$ cat config.mk
export PLATFORM = sky130hd
export DESIGN_NAME = csrb_status_bank
export DESIGN_NICKNAME = d
export VERILOG_FILES = /design/src/design/csrb_pkg.sv /design/src/design/csrb_valid_timer.sv /design/src/design/csrb_status_bank.sv
export VERILOG_INCLUDE_DIRS = /design/src /design/src/design
export SDC_FILE = /design/constraint.sdc
export NUM_CORES = 1
export LEC_CHECK = 0
export ABC_CLOCK_PERIOD_IN_PS = 1900
export BUFFER_PORTS_ARGS = -buffer_cell sky130_fd_sc_hd__buf_4
export CAP_MARGIN = 15
export CORE_MARGIN = 5
export CORE_UTILIZATION = 31
export CTS_CLUSTER_SIZE = 25
export DETAILED_ROUTE_END_ITERATION = 12
export PLACE_DENSITY = 0.6
export SYNTH_ARGS = -nofsm -noshare
export SYNTH_HDL_FRONTEND = slang
export SYNTH_SLANG_ARGS = --single-unit
$ cat constraint.sdc
create_clock -name clk -period 1.9 [get_ports clk]
set_input_delay 0.38 -clock clk [delete_from_list [all_inputs] [get_ports clk]]
set_output_delay 0.38 -clock clk [all_outputs]
set_load 0.02 [all_outputs]
$ cat src/design/csrb_defs.svh
// Register offsets, field positions, reset values and timing counts
// Assumes an 8-bit register port and a 40 MHz master clock.
`ifndef CSRB_DEFS_SVH
`define CSRB_DEFS_SVH

`define CSRB_OFS_PRIO_FIRST 8'h49
`define CSRB_OFS_PRIO_SECOND 8'h4a
`define CSRB_OFS_PHASE_MEASURE_VALUE_HIGH 8'h4b
`define CSRB_OFS_PHASE_MEASURE_VALUE_LOW 8'h4c
`define CSRB_OFS_ADJUST 8'h4d
`define CSRB_OFS_VALID_FIRST 8'h4e

`define CSRB_B_MEASURE_OVERFLOW_FLAG 6
`define CSRB_B_MEASURE_READY_IRQ_ENABLE 5
`define CSRB_B_MEASURE_READY_FLAG 4
`define CSRB_B_MBUSY 3
`define CSRB_B_ADJUST_DONE_IRQ_ENABLE 3
`define CSRB_B_ADJUST_DONE_FLAG 2
`define CSRB_B_ABUSY 1
`define CSRB_B_ARMED 0
`define CSRB_B_IC1 0
`define CSRB_B_INPUT_ONE_CHANGE_FLAG 1
`define CSRB_B_INPUT_ONE_IRQ_ENABLE 2
`define CSRB_B_IC2 4
`define CSRB_B_INPUT_TWO_CHANGE_FLAG 5
`define CSRB_B_INPUT_TWO_IRQ_ENABLE 6

`define CSRB_RST_ADJUST_DONE_FLAG 1'b1
`define CSRB_RST_CHANGE 1'b1

`define CSRB_CLK_PERIOD_NS 25
`define CSRB_VALID_TIME_NS 1000
`define CSRB_VALID_CYCLES \
    ((`CSRB_VALID_TIME_NS + `CSRB_CLK_PERIOD_NS - 1) / `CSRB_CLK_PERIOD_NS)

`endif

$ cat src/design/csrb_pkg.sv
// Types shared by the status register bank
// Assumes nothing beyond a SystemVerilog compiler.
package csrb_pkg;
    typedef enum logic [1:0] {
        CSRB_REF_NONE = 2'b00,
        CSRB_REF_ONE = 2'b01,
        CSRB_REF_TWO = 2'b10,
        CSRB_REF_THREE = 2'b11
    } csrb_ref_e;
    typedef logic [10:0] csrb_phase_t;
endpackage : csrb_pkg

$ cat src/design/csrb_valid_timer.sv
// Validation timer for one input clock
// Assumes rawValid is synchronous to clk.
`timescale 1ns/1ps
`include "csrb_defs.svh"

module csrb_valid_timer (
    input wire logic clk,
    input wire logic rst_n,
    input wire logic rawValid,
    output logic timedValid
);
    localparam logic [15:0] VALID_CYCLES = 16'(`CSRB_VALID_CYCLES);

    logic [15:0] count;

    always_ff @(posedge clk or negedge rst_n) begin
        if (!rst_n) begin
            count <= 16'h0000;
        end else if (!rawValid) begin
            count <= 16'h0000;
        end else if (count < VALID_CYCLES) begin
            count <= count + 16'h0001;
        end
    end

    // Drops on the first edge that samples raw valid low so a bad input is never kept
    always_ff @(posedge clk or negedge rst_n) begin
        if (!rst_n) begin
            timedValid <= 1'b0;
        end else begin
            timedValid <= rawValid && (count >= VALID_CYCLES - 16'h0001);
        end
    end

    property p_timed_drop;
        @(posedge clk) disable iff (!rst_n)
        !rawValid |=> !timedValid;
    endproperty
    a_timed_drop: assert property (p_timed_drop) else $error("timed valid kept");

    property p_timed_needs_time;
        @(posedge clk) disable iff (!rst_n)
        $rose(timedValid) |-> $past(count) == VALID_CYCLES - 16'h0001;
    endproperty
    a_timed_needs_time: assert property (p_timed_needs_time) else $error("timed early");
endmodule : csrb_valid_timer

$ cat src/design/csrb_status_bank.sv
// Status register bank: reference ranking, phase measure, phase adjust
// and input valid status. Assumes engines run on clk; the lock inputs
// come from the analog loop and are synchronised here.
`timescale 1ns/1ps
`include "csrb_defs.svh"

module csrb_status_bank (
    input wire logic clk,
    input wire logic rst_n,
    input wire logic [7:0] regAddr,
    input wire logic regWrite,
    input wire logic regRead,
    input wire logic [7:0] regWdata,
    output logic [7:0] regRdata,
    input wire logic apllLockPrimaryPin,
    input wire logic apllLockSecondaryPin,
    output logic apllLockPrimary,
    output logic apllLockSecondary,
    input wire logic [2:0] rawValid,
    input wire logic [2:0] lockTimeout,
    input wire logic [2:0] inputValidationControl,
    input wire logic [5:0] priorityOrder,
    input wire logic revertiveSwitching,
    input wire logic measureBusyIn,
    input wire logic measureDone,
    input wire logic measureOverflow,
    input wire logic [10:0] measureValueIn,
    input wire logic adjustArmedIn,
    input wire logic adjustBusyIn,
    input wire logic adjustDone,
    output logic measureIrqSummary,
    output logic adjustIrqSummary,
    output logic [1:0] inputIrq
);
    // True when code names an input that may be reported
    function automatic logic refUsable(input logic [1:0] code, input logic [2:0] ok);
        logic r;
        r = 1'b0;
        if (code != csrb_pkg::CSRB_REF_NONE) begin
            r = ok[code - 2'd1];
        end
        return r;
    endfunction : refUsable

    // Compacts the priority order to usable inputs, best first
    function automatic logic [5:0] rankRefs(input logic [5:0] order, input logic [2:0] ok);
        logic [5:0] r;
        logic [1:0] slot;
        logic [1:0] code;
        r = 6'h00;
        slot = 2'd0;
        for (int i = 0; i < 3; i++) begin
            code = order[i*2 +: 2];
            if (refUsable(code, ok)) begin
                r[slot*2 +: 2] = code;
                slot = slot + 2'd1;
            end
        end
        return r;
    endfunction : rankRefs

    function automatic logic clearHit(input logic [7:0] a, input logic [7:0] ofs,
                                      input logic we);
        return we && (a == ofs);
    endfunction : clearHit

    logic [1:0] lockMeta;
    logic [1:0] lockSync;
    logic [2:0] timedValid;
    logic [2:0] inputValid;
    logic [2:0] eligible;
    logic [5:0] ranked;
    logic [1:0] topRef;
    logic [1:0] secondRef;
    logic [1:0] thirdRef;
    logic [1:0] selectedRef;
    logic [1:0] next_selectedRef;
    csrb_pkg::csrb_phase_t phaseValue;
    logic measureBusy;
    logic measureReadyFlag;
    logic overflowFlag;
    logic readyIrqEnable;
    logic adjustArmed;
    logic adjustBusy;
    logic adjustDoneFlag;
    logic adjustIrqEnable;
    logic [1:0] changeFlag;
    logic [1:0] changeIrqEnable;
    logic wrMeas;
    logic wrAdjust;
    logic wrValid;

    assign wrMeas = clearHit(regAddr, `CSRB_OFS_PHASE_MEASURE_VALUE_HIGH, regWrite);
    assign wrAdjust = clearHit(regAddr, `CSRB_OFS_ADJUST, regWrite);
    assign wrValid = clearHit(regAddr, `CSRB_OFS_VALID_FIRST, regWrite);

    // Lock levels come from the analog loop, so they are synchronised
    always_ff @(posedge clk or negedge rst_n) begin
        if (!rst_n) begin
            lockMeta <= 2'b00;
            lockSync <= 2'b00;
        end else begin
            lockMeta <= {apllLockSecondaryPin, apllLockPrimaryPin};
            lockSync <= lockMeta;
        end
    end

    // Both bits are exported separately; the host combines them
    assign apllLockPrimary = lockSync[0];
    assign apllLockSecondary = lockSync[1];

    genvar g;
    generate
        for (g = 0; g < 3; g++) begin : gen_input
            csrb_valid_timer u_timer (
                .clk(clk),
                .rst_n(rst_n),
                .rawValid(rawValid[g]),
                .timedValid(timedValid[g])
            );
        end
    endgenerate

    always_ff @(posedge clk or negedge rst_n) begin
        if (!rst_n) begin
            inputValid <= 3'b000;
        end else begin
            inputValid <= timedValid & ~lockTimeout;
        end
    end

    assign eligible = inputValid & ~inputValidationControl;
    assign ranked = rankRefs(priorityOrder, eligible);

    always_ff @(posedge clk or negedge rst_n) begin
        if (!rst_n) begin
            topRef <= csrb_pkg::CSRB_REF_NONE;
            secondRef <= csrb_pkg::CSRB_REF_NONE;
            thirdRef <= csrb_pkg::CSRB_REF_NONE;
        end else begin
            topRef <= ranked[1:0];
            secondRef <= ranked[3:2];
            thirdRef <= ranked[5:4];
        end
    end

    // Nonrevertive keeps a still-usable choice even when outranked
    always_comb begin
        next_selectedRef = ranked[1:0];
        if (!revertiveSwitching && refUsable(selectedRef, eligible)) begin
            next_selectedRef = selectedRef;
        end
    end

    always_ff @(posedge clk or negedge rst_n) begin
        if (!rst_n) begin
            selectedRef <= csrb_pkg::CSRB_REF_NONE;
        end else begin
            selectedRef <= next_selectedRef;
        end
    end

    always_ff @(posedge clk or negedge rst_n) begin
        if (!rst_n) begin
            phaseValue <= 11'h000;
            measureBusy <= 1'b0;
        end else begin
            measureBusy <= measureBusyIn;
            if (measureDone) begin
                phaseValue <= measureValueIn;
            end
        end
    end

    // Set wins over a clearing write in the same cycle
    always_ff @(posedge clk or negedge rst_n) begin
        if (!rst_n) begin
            measureReadyFlag <= 1'b0;
            overflowFlag <= 1'b0;
        end else begin
            if (measureDone) begin
                measureReadyFlag <= 1'b1;
            end else if (wrMeas && regWdata[`CSRB_B_MEASURE_READY_FLAG]) begin
                measureReadyFlag <= 1'b0;
            end
            if (measureDone && measureOverflow) begin
                overflowFlag <= 1'b1;
            end else if (wrMeas && regWdata[`CSRB_B_MEASURE_OVERFLOW_FLAG]) begin
                overflowFlag <= 1'b0;
            end
        end
    end

    always_ff @(posedge clk or negedge rst_n) begin
        if (!rst_n) begin
            readyIrqEnable <= 1'b0;
        end else if (wrMeas) begin
            readyIrqEnable <= regWdata[`CSRB_B_MEASURE_READY_IRQ_ENABLE];
        end
    end

    always_ff @(posedge clk or negedge rst_n) begin
        if (!rst_n) begin
            adjustArmed <= 1'b0;
            adjustBusy <= 1'b0;
        end else begin
            adjustArmed <= adjustArmedIn;
            adjustBusy <= adjustBusyIn;
        end
    end

    always_ff @(posedge clk or negedge rst_n) begin
        if (!rst_n) begin
            adjustDoneFlag <= `CSRB_RST_ADJUST_DONE_FLAG;
        end else if (adjustDone) begin
            adjustDoneFlag <= 1'b1;
        end else if (wrAdjust && regWdata[`CSRB_B_ADJUST_DONE_FLAG]) begin
            adjustDoneFlag <= 1'b0;
        end
    end

    always_ff @(posedge clk or negedge rst_n) begin
        if (!rst_n) begin
            adjustIrqEnable <= 1'b0;
        end else if (wrAdjust) begin
            adjustIrqEnable <= regWdata[`CSRB_B_ADJUST_DONE_IRQ_ENABLE];
        end
    end

    // Change flags watch the registered valid bits of inputs one and two
    logic [1:0] prevValid;
    logic [1:0] clearChange;
    assign clearChange = {regWdata[`CSRB_B_INPUT_TWO_CHANGE_FLAG], regWdata[`CSRB_B_INPUT_ONE_CHANGE_FLAG]} & {2{wrValid}};

    always_ff @(posedge clk or negedge rst_n) begin
        if (!rst_n) begin
            prevValid <= 2'b00;
        end else begin
            prevValid <= inputValid[1:0];
        end
    end

    generate
        for (g = 0; g < 2; g++) begin : gen_change
            always_ff @(posedge clk or negedge rst_n) begin
                if (!rst_n) begin
                    changeFlag[g] <= `CSRB_RST_CHANGE;
                end else if (inputValid[g] != prevValid[g]) begin
                    changeFlag[g] <= 1'b1;
                end else if (clearChange[g]) begin
                    changeFlag[g] <= 1'b0;
                end
            end
        end
    endgenerate

    always_ff @(posedge clk or negedge rst_n) begin
        if (!rst_n) begin
            changeIrqEnable <= 2'b00;
        end else if (wrValid) begin
            changeIrqEnable <= {regWdata[`CSRB_B_INPUT_TWO_IRQ_ENABLE], regWdata[`CSRB_B_INPUT_ONE_IRQ_ENABLE]};
        end
    end

    // Overflow has no enable of its own, so only ready feeds the summary
    always_ff @(posedge clk or negedge rst_n) begin
        if (!rst_n) begin
            measureIrqSummary <= 1'b0;
            adjustIrqSummary <= 1'b0;
            inputIrq <= 2'b00;
        end else begin
            measureIrqSummary <= measureReadyFlag && readyIrqEnable;
            adjustIrqSummary <= adjustDoneFlag && adjustIrqEnable;
            inputIrq <= changeFlag & changeIrqEnable;
        end
    end

    // Read data is registered; unmapped addresses and unused bits read zero
    always_ff @(posedge clk or negedge rst_n) begin
        if (!rst_n) begin
            regRdata <= 8'h00;
        end else if (regRead) begin
            regRdata <= 8'h00;
            case (regAddr)
                `CSRB_OFS_PRIO_FIRST: begin
                    regRdata[5:4] <= topRef;
                    regRdata[1:0] <= selectedRef;
                end
                `CSRB_OFS_PRIO_SECOND: begin
                    regRdata[5:4] <= thirdRef;
                    regRdata[1:0] <= secondRef;
                end
                `CSRB_OFS_PHASE_MEASURE_VALUE_HIGH: begin
                    regRdata[`CSRB_B_MEASURE_OVERFLOW_FLAG] <= overflowFlag;
                    regRdata[`CSRB_B_MEASURE_READY_IRQ_ENABLE] <= readyIrqEnable;
                    regRdata[`CSRB_B_MEASURE_READY_FLAG] <= measureReadyFlag;
                    regRdata[`CSRB_B_MBUSY] <= measureBusy;
                    regRdata[2:0] <= phaseValue[10:8];
                end
                `CSRB_OFS_PHASE_MEASURE_VALUE_LOW: begin
                    regRdata <= phaseValue[7:0];
                end
                `CSRB_OFS_ADJUST: begin
                    regRdata[`CSRB_B_ADJUST_DONE_IRQ_ENABLE] <= adjustIrqEnable;
                    regRdata[`CSRB_B_ADJUST_DONE_FLAG] <= adjustDoneFlag;
                    regRdata[`CSRB_B_ABUSY] <= adjustBusy;
                    regRdata[`CSRB_B_ARMED] <= adjustArmed;
                end
                `CSRB_OFS_VALID_FIRST: begin
                    regRdata[`CSRB_B_INPUT_TWO_IRQ_ENABLE] <= changeIrqEnable[1];
                    regRdata[`CSRB_B_INPUT_TWO_CHANGE_FLAG] <= changeFlag[1];
                    regRdata[`CSRB_B_IC2] <= inputValid[1];
                    regRdata[`CSRB_B_INPUT_ONE_IRQ_ENABLE] <= changeIrqEnable[0];
                    regRdata[`CSRB_B_INPUT_ONE_CHANGE_FLAG] <= changeFlag[0];
                    regRdata[`CSRB_B_IC1] <= inputValid[0];
                end
                default: begin
                    regRdata <= 8'h00;
                end
            endcase
        end
    end

    property p_top_usable;
        @(posedge clk) disable iff (!rst_n)
        topRef != 2'b00 |-> refUsable(topRef, $past(eligible));
    endproperty
    a_top_usable: assert property (p_top_usable) else $error("top ref unusable");

    property p_top_none;
        @(posedge clk) disable iff (!rst_n)
        eligible == 3'b000 |=> topRef == 2'b00;
    endproperty
    a_top_none: assert property (p_top_none) else $error("top ref not none");

    property p_sel_usable;
        @(posedge clk) disable iff (!rst_n)
        selectedRef != 2'b00 |-> refUsable(selectedRef, $past(eligible));
    endproperty
    a_sel_usable: assert property (p_sel_usable) else $error("selected unusable");

    property p_revertive_switching_follows;
        @(posedge clk) disable iff (!rst_n)
        revertiveSwitching |=> selectedRef == $past(ranked[1:0]);
    endproperty
    a_revertive_switching_follows: assert property (p_revertive_switching_follows) else $error("revertive_switching lag");

    property p_phase_capture;
        @(posedge clk) disable iff (!rst_n)
        measureDone |=> phaseValue == $past(measureValueIn) ##1 measureReadyFlag || measureDone;
    endproperty
    a_phase_capture: assert property (p_phase_capture) else $error("phase lost");

    property p_ready_set;
        @(posedge clk) disable iff (!rst_n)
        measureDone |=> measureReadyFlag;
    endproperty
    a_ready_set: assert property (p_ready_set) else $error("ready not set");

    property p_measure_overflow_flag_set;
        @(posedge clk) disable iff (!rst_n)
        measureDone && measureOverflow |=> overflowFlag;
    endproperty
    a_measure_overflow_flag_set: assert property (p_measure_overflow_flag_set) else $error("overflow not set");

    property p_adjust_done_flag_clear;
        @(posedge clk) disable iff (!rst_n)
        wrAdjust && regWdata[`CSRB_B_ADJUST_DONE_FLAG] && !adjustDone |=> !adjustDoneFlag;
    endproperty
    a_adjust_done_flag_clear: assert property (p_adjust_done_flag_clear) else $error("adjust flag kept");

    property p_valid_eq;
        @(posedge clk) disable iff (!rst_n)
        1'b1 |=> inputValid == $past(timedValid & ~lockTimeout);
    endproperty
    a_valid_eq: assert property (p_valid_eq) else $error("valid mismatch");

    property p_change_set;
        @(posedge clk) disable iff (!rst_n)
        inputValid[0] != prevValid[0] |=> changeFlag[0];
    endproperty
    a_change_set: assert property (p_change_set) else $error("change missed");

    property p_phase_measure_value_irq;
        @(posedge clk) disable iff (!rst_n)
        measureIrqSummary |-> $past(measureReadyFlag && readyIrqEnable);
    endproperty
    a_phase_measure_value_irq: assert property (p_phase_measure_value_irq) else $error("measure irq ungated");
endmodule : csrb_status_bank

-- Word level (Yosys, flattened, before mapping)
Cells that the tools add are included.
- logic and storage cells: 135
- flip-flop bits (word level): 103
- input bits: 55
- output and inout port bits: 14
- $lt $le $gt $ge: 10
- $add $sub $neg: 10
- mux-type cells: 41
- eq/ne operators: 11
- shifts and indexed selects: 4
- reductions and logical operators: 23
- bitwise logic cells: 6
- operators by type and width (kind ; number):
    $mux W16 ; 6
    $neg A3 Y34 ; 2
    $shift A2 B34 Y6 const A ; 2
    $shiftx A2 B34 Y6 ; 2
    $add A16 B1 Y16 const B ; 3
    $eq A8 B7 Y1 const B ; 6
    $ge A16 B6 Y1 const B ; 3
    $lt A16 B6 Y1 const B ; 3
    $mux W1 ; 20
    $reduce_bool A2 Y1 ; 9
    $logic_and A1 B1 Y1 ; 13
    $bwmux W6 ; 2
    $lt A2 B3 Y1 const B ; 4
    $mux W6 ; 2
    $pmux W2 S6 ; 1
    $pmux W2 S5 ; 1
    $bmux W1 S2 ; 4
    $sub A2 B1 Y2 const B ; 4
    $and A3 B3 Y3 ; 2
    $ne A2 B1 Y1 const B ; 3
    $not A3 Y3 ; 2
    $pmux W1 S3 ; 2
    $and A2 B2 Y2 ; 2
    $mux W2 ; 2
    other kinds (4) ; 5

-- Longest topological paths before layout
Gate-level depths: netlist (run 1).
- depth in word-level cells: 12
- depth in mapped cells: 10
- gate-level depth less buffers: 10

-- Modules after synthesis
From an unflattened synthesis (run 1), not the netlist that was laid out.
- cell total of the unflattened synthesis: 389
- area total of the unflattened synthesis: 4707.0 µm²
- modules (own cells, without submodules) (module ; seq. area each (µm²) ; times used ; area an instance (µm²) ; cells each):
    csrb_status_bank ; 1305.0 ; 1 ; 2533.7 ; 221
    csrb_valid_timer ; 425.4 ; 3 ; 724.4 ; 56

-- Least setup slack after synthesis (run 1)
No wires, ideal clock.
- kind: input to register
- start point: input port priorityOrder[0]
- end point: register thirdRef[0]
- arrival time: 2.182 ns
- slack: -0.383 ns
- buffers on the path: 0
- required time: 1.799 ns
- library setup time: 0.101 ns
- stages: 7
- cell sequence: inv_1 -> ha_1 -> nand4bb_1 -> a31oi_2 -> ha_1 -> or4b_1 -> nor4_1
- longest elaborated chain between the ends: 11
- elaborated cells on any way between the ends: 18
- those cells by class: 4 x add/sub; 4 x shift; 9 x mux; 1 x reduce/logical
- RTL lines (what ; line ; text):
    from (decl) ; csrb_status_bank.sv:22 ; input wire logic [5:0] priorityOrder,
    $sub A2 B1 Y2 ; csrb_status_bank.sv:40 ; r = ok[code - 2'd1];
    $bmux W1 S2 ; csrb_status_bank.sv:40 ;
    $mux W1 (implied by the code) ; csrb_status_bank.sv:40 ;
    $mux W1 * ; csrb_status_bank.sv:39 ; if (code != csrb_pkg::CSRB_REF_NONE) begin
    $mux W1 * ; csrb_status_bank.sv:54 ; if (refUsable(code, ok)) begin
    $add A2 B1 Y2 / $neg A3 Y34 (equally long branches) ; csrb_status_bank.sv:56, csrb_status_bank.sv:55 ;
    $mux W2 (tied with other cells) ; csrb_status_bank.sv:54 ;
    $neg A3 Y34 / $bwmux W6 (equally long branches) ; csrb_status_bank.sv:55 ; r[slot*2 +: 2] = code;
    $shiftx A2 B34 Y6 (tied with other cells) ; csrb_status_bank.sv:55 ;
    $bwmux W6 ; csrb_status_bank.sv:55 ;
    $mux W6 * ; csrb_status_bank.sv:54 ;
    named net ranked[4] ; csrb_status_bank.sv:72 ; logic [5:0] ranked;
    to (signal assigned) ; csrb_status_bank.sv:139 ; thirdRef <= csrb_pkg::CSRB_REF_NONE;
    to (signal assigned) ; csrb_status_bank.sv:143 ; thirdRef <= ranked[5:4];
    to (decl) ; csrb_status_bank.sv:75 ; logic [1:0] thirdRef;
The timed path passes the listed nets; every way through them passes the cells marked *. The select of a mux whose other input is x is not followed.
A chain may end at the register's enable or synchronous reset.

-- Final worst setup path (run 1)
- start point: input port priorityOrder[1]
- end point: register thirdRef[0]
Same word-level chain as after synthesis.

==> metrics.txt, run 1 <==
Synth Register Bits=103; first-pass GRT wire length=17.86 mm; antenna violations before repair=0; vias per inst=4.845; layout cells sized above 1=32.73%; commonest non-fill, non-tap cell in the layout=dfrtp_1; Syn Inst Count=394; min Tclk post-route=1.895 ns; Max Cap Violations=0; placer congestion estimate=0.8143; fmax=527.6 MHz; pre-CTS setup slack=-0.4420 ns; Post-DRT Antenna Nets=0; outcome=complete, no violations; First-pass DRT Iterations=4; unrepaired setup endpoints after global routing=true; Fin. Hold Viols=0; ys flop type=dfrtp_1; gr ovfl total=0; routed wire length=10.77 mm; power per cell area=754.2 nW/µm²; CTS clock-pin slew for the worst setup and hold paths=0.07 ns; VDD IR max=428.2 µV; DRC viols=0; Post-Synth XOR/XNOR Area=2.452%; TNS Setup=0 ns; Final WS setup=0.004747 ns; Compound-Gate Fraction of Synth Area=9.995%; nets=555; vias in the first global route=3,522; Avg Cell Area, Syn=11.79 µm²; Worst-Skew Late Latency=0.35 ns; hold crit path type=in2reg; Syn. warnings=0; async set-reset flop share out of synthesis=100.0%; largest family of logic cells by synthesized area=simple AND/OR/NAND/NOR gates; Yosys cell types=61; sequential area share after synthesis=55.58%; die width=132.4 µm; Post-synth EDFFs=0; Synthesized Nets=459; gr usage total=12.52%; Synth Area in Adders=2.694%; pin count of the biggest net entering global routing=39; Final Max Tran Viols=0; Iteration-0 DRC Markers=134; post-DP HPWL=7.892 mm; Post-Syn Area=4644 µm²; die area=17,530 µm²; Max Clock Skew=0.006228 ns; ant diodes=0; Layout Area Growth over Synthesis=31.17%; commonest non-fill, non-tap cells in the layout=99 x dfrtp_1, 90 x buf_4, 41 x and2_1, 17 x nor2_1, 16 x nand2_1; Core Box Area=14,590 µm²; Clock Sinks=103; share of the synthesized area in the top cell type=53.88%; total CTS buffers=9; Core Rows=44; root buffer cell=clkbuf_16; Max-slew headroom=70.61%; startpoint types=input port; Tcrit/Tclk final=99.75%; area leader, netlist=dfrtp_1; CTS Buffer Depth=2; CP arrival=2.15 ns; Avg WL per Cell=15.86 µm; IO Count=69; Static Leakage=2.749 nW; Die Ht=132.4 µm; simple-gate share of the synthesized area=20.58%; Vias=3,290; worst-path maximum fanout=4; port bufs=66; top cells by area, synth=dfrtp_1 54%, and2_1 5.5%, mux2_2 3.2%; multiplexer area fraction after synthesis=6.304%; Setup crit end kind=flip-flop; Req. time, crit path=2.16 ns; Initial Utilization=31.84%; final setup fails=0; CP Class=in2reg; CTS tree=done; worst slew pin tran=0.4409 ns; htree depth=3
==> per-layer routing <==
| layer | vias up | global-route usage (%) | wire length, µm | share of wire [%] |
|---|---|---|---|---|
| li1 | 1597 | - | - | - |
| met1 | 1603 | 16.41 | 4919 | 46 |
| met2 | 71 | 18.99 | 4958 | 46 |
| met3 | 19 | 4.389 | 650 | 6.0 |
| met4 | 0 | 4.864 | 238 | 2.2 |
| met5 | - | 0 | 0 | 0 |
==> synthesized netlist by cell type, types with 9 or more instances <==
cell       n
xnor2_1   10
nand2_1   16
ha_1      10
dfrtp_1  100
nand4_1   10
mux2i_1    9
mux2_2    13
inv_1     17
and2_1    41
a21oi_1   12
nor2_1    17
nor2b_1   16
==> metrics by stage <==
stage	area, µm²	hold slack [ns]	instances	power, mW	util, %
after floorplan	4795	0.08441	394	2.513	-
after global placement	5719	0.3410	662	2.754	39.20
final	6092	0.1376	679	4.595	41.76
after detailed placement	5719	0.3396	662	2.769	39.20
after global routing	6092	0.1195	679	4.794	41.76
after CTS	6052	0.1201	679	4.674	41.48
==> state kept, by name, summed over array words and instances (netlist names), 3 cells and up <==
name / count
gen_input.u_timer.count: 48
gen_input.u_timer.timedValid: 3
inputValid: 3
phaseValue: 11
regRdata: 8
==> power by group <==
part | leakage, nW | switching, mW | internal (mW)
Sequential | 1.36 | 0.0419 | 2.26
Clock | 0.149 | 0.811 | 1.06
Combinational | 1.24 | 0.207 | 0.220
Total | 2.75 | 1.06 | 3.54
==> repair_timing <==
action | CTS | global route
gates resized for setup | 6 | 8
setup buffers | 0 | 0
endpoints found under the hold margin | 25 | 0
pin swaps | 3 | 6
endpoints found under the setup margin | 1 | 8
hold buffers | 1 | 0
==> final timing paths <==
| check | from | end | slack, ns | depth (start not counted) |
|---|---|---|---|---|
| min reg2reg | lockMeta[1] | lockSync[1] | 0.35 | 0 |
| max reg2reg | inputValid[0] | thirdRef[0] | 0.03 | 5 |
| min in group asynchronous | rst_n | inputIrq[1] | 0.52 | 2 |
| max in group asynchronous | rst_n | changeFlag[1] | 0.73 | 3 |
| min | adjustArmedIn | adjustArmed | 0.14 | 1 |
| max | priorityOrder[1] | thirdRef[0] | 0.005 | 8 |
==> logic make-up after synthesis <==
group,Yosys count
and+or+nand+nor,148
AOI/OAI and AO/OA,64
muxes,27
buffers and inverters,29
xor gates and xnor gates,13
adders and majority gates,10
DFF,103
==> worst max-delay path, cell delays in order <==
cell,delay [ns]
buf_4,0.12
inv_8,0.03
ha_4,0.27
nand4b_1,0.15
a31oi_4,0.28
ha_4,0.24
or4b_4,0.54
nor4_4,0.14
==> area by class of cell <==
class,instances,area (µm²)
inverter,18,92.59
multi-input combinational,262,2123
fill,1365,8497
clock buffer,11,242.7
sequential,103,2582
tap,184,230.2
clock inverter,5,57.56
timing repair buffer,96,763.2
(Power assumes the default switching activity.)
==> inputs of run 2 (changes only) <==
--- a/config.mk
+++ b/config.mk
@@ -9,11 +9,14 @@
 export ABC_CLOCK_PERIOD_IN_PS = 1900
 export BUFFER_PORTS_ARGS = -buffer_cell sky130_fd_sc_hd__buf_4
 export CAP_MARGIN = 15
+export CELL_PAD_IN_SITES_DETAIL_PLACEMENT = 1
+export CELL_PAD_IN_SITES_GLOBAL_PLACEMENT = 1
 export CORE_MARGIN = 5
 export CORE_UTILIZATION = 31
 export CTS_CLUSTER_SIZE = 25
 export DETAILED_ROUTE_END_ITERATION = 12
-export PLACE_DENSITY = 0.6
+export PLACE_DENSITY = 0.7
+export REMOVE_ABC_BUFFERS = 1
 export SYNTH_ARGS = -nofsm -noshare
 export SYNTH_HDL_FRONTEND = slang
 export SYNTH_SLANG_ARGS = --single-unit
==> metrics.txt, run 2 (same netlist as run 1, synthesis figures left out) <==
outcome=finished, violations left; failing checks=negative setup slack; fill cell count=1,576 (+15%); fmax=514.5 MHz (-2.5%); vias per inst=5.030 (+3.8%); port bufs=66 (unchanged); nets=570 (+2.7%); largest reg by FF count=gen_input.u_timer.count; max reg flops=48 (unchanged); worst hold slack=0.08119 ns (-0.05637 ns); DRC viols=0 (unchanged); vias in the first global route=3,961 (+12%); total CTS buffers=9 (unchanged); Core Box Area=14,590 µm² (unchanged); root buffer cell=clkbuf_16; first-pass GRT wire length=20.56 mm (+15%); Initial Utilization=31.84% (unchanged); pre-CTS setup slack=-0.6028 ns (-0.1608 ns); CP arrival=2.17 ns (+0.02 ns); VDD IR max=447.8 µV (+4.6%); Layout Area Growth over Synthesis=34.51%; unrepaired setup endpoints after global routing=true; Post-DRT Antenna Nets=0 (unchanged); placer congestion estimate=0.8314 (+2.1%); Worst-Skew Late Latency=0.35 ns (about the same); TNS Setup=-0.04380 ns (-0.04380 ns); Iteration-0 DRC Markers=136 (+1.5%); Fin. Hold Viols=0 (unchanged); Avg WL per Cell=17.61 µm (+11%); Static Leakage=2.838 nW (+3.3%); antenna violations before repair=0 (unchanged); htree depth=3 (unchanged); Req. time, crit path=2.13 ns (-0.03 ns); final setup fails=1 (+1); Top Registers=gen_input.u_timer.count: 48 flops, phaseValue: 11 flops, regRdata: 8 flops; commonest non-fill, non-tap cells in the layout=105 x buf_4, 98 x dfrtp_1, 41 x and2_1, 17 x nor2_1, 16 x nand2_1; die area=17,530 µm² (unchanged); Final Max Tran Viols=0 (unchanged); Final WS setup=-0.04380 ns (-0.04854 ns); min Tclk post-route=1.944 ns (+0.04854 ns); Core Rows=44 (unchanged); Max Clock Skew=0.009381 ns (+0.003153 ns); power per cell area=759.5 nW/µm² (+0.71%); Max-slew headroom=61.97% (-8.6 points); die width=132.4 µm (unchanged); gr usage total=14.47% (+1.9 points); commonest non-fill, non-tap cell in the layout=buf_4; Hold-fix buffers, CTS=0 (-1); gr ovfl total=0 (unchanged); CTS Buffer Depth=2 (unchanged); CTS clock-pin slew for the worst setup and hold paths=0.07 ns (about the same); Tcrit/Tclk final=102.3% (+2.6 points); post-DP HPWL=8.398 mm (+6.4%); worst slew pin tran=0.5705 ns (+0.1296 ns); CTS tree=done; Clock Sinks=103 (unchanged); routed wire length=12.22 mm (+14%); worst-path maximum fanout=3 (-1); CP Class=in2reg; IO Count=69 (unchanged); layout cells sized above 1=35.49% (+2.8 points); ant diodes=0 (unchanged); Vias=3,491 (+6.1%); Max Cap Violations=0 (unchanged); Setup crit end kind=flip-flop; startpoint types=input port; worst setup path startpoint=priorityOrder[0]; Die Ht=132.4 µm (unchanged); pin count of the biggest net entering global routing=104 (+170%); worst reg2reg path startpoint=inputValid[2]; First-pass DRT Iterations=4 (unchanged); hold crit path type=in2async
## run 2: changes by cell type in the layout (fill, tap and decap cells not counted), moves of 2 or more
cell    delta
nor3_2     +2
buf_4     +15
nor3_1     -2
inv_8      -2
inv_6      +2
## run 2: layer usage
layer | wire length [µm] | global-route usage, % | share of wire (%) | vias up
li1 | - | - | - | 1629
met5 | 0 | 0 | 0 | -
met4 | 222 | 5.260 | 1.8 | 0
met3 | 648 | 3.969 | 5.3 | 18
met1 | 5325 | 17.87 | 44 | 1759
met2 | 6024 | 24.22 | 49 | 85
## run 2: critical path: stages
cell and delay, ns:
buf_8 0.09, inv_6 0.03, ha_4 0.26, buf_6 0.10
nand4bb_4 0.11, a31oi_4 0.24, buf_6 0.15, inv_6 0.04
ha_4 0.15, nor2b_4 0.13, a21oi_2 0.15, a31oi_2 0.06
mux2_4 0.29
## run 2: where the power goes
part           switching, mW  internal [mW]
Combinational          0.214          0.224
Sequential            0.0427           2.26
Clock                  0.843           1.17
## run 2: area by class of cell
type                            count  area (µm²)  area share, %
Sequential cell                   103        2584          41.36
Inverter                           18       80.08          1.282
Multi-Input combinational cell    262        2161          34.59
Clock inverter                      6       91.34          1.462
Clock buffer                       10       229.0          3.665
Tap cell                          184       230.2          3.685
Timing Repair Buffer              111       872.1          13.96
## run 2: per-stage QoR
| stage | instances | total power, mW | cell area (µm²) | utilization [%] |
|---|---|---|---|---|
| final | 694 | 4.745 | 6247 | 42.82 |
| after global routing | 694 | 4.986 | 6247 | 42.82 |
| after CTS | 691 | 4.830 | 6175 | 42.32 |
| after detailed placement | 668 | 2.753 | 5602 | 38.40 |
| after global placement | 668 | 2.736 | 5602 | 38.40 |
| after floorplan | 383 | 2.476 | 4601 | - |
## run 2: worst paths after layout
path	end	slack, ns	cells after the start
worst max-delay path	selectedRef[1]	-0.04	13
worst min-delay path	overflowFlag	0.08	2
worst max register to register	selectedRef[1]	-0.01	9
worst min register to register	lockSync[1]	0.36	0
max in group asynchronous	inputValid[2]	1.35	2
min in group clk	adjustArmed	0.15	1
## run 2: what timing repair did
action	in CTS	in global routing
setup endpoints to repair	8	8
pin swaps	11	10
setup buffers	7	4
endpoints found under the hold margin	0	0
gates resized for setup	33	13
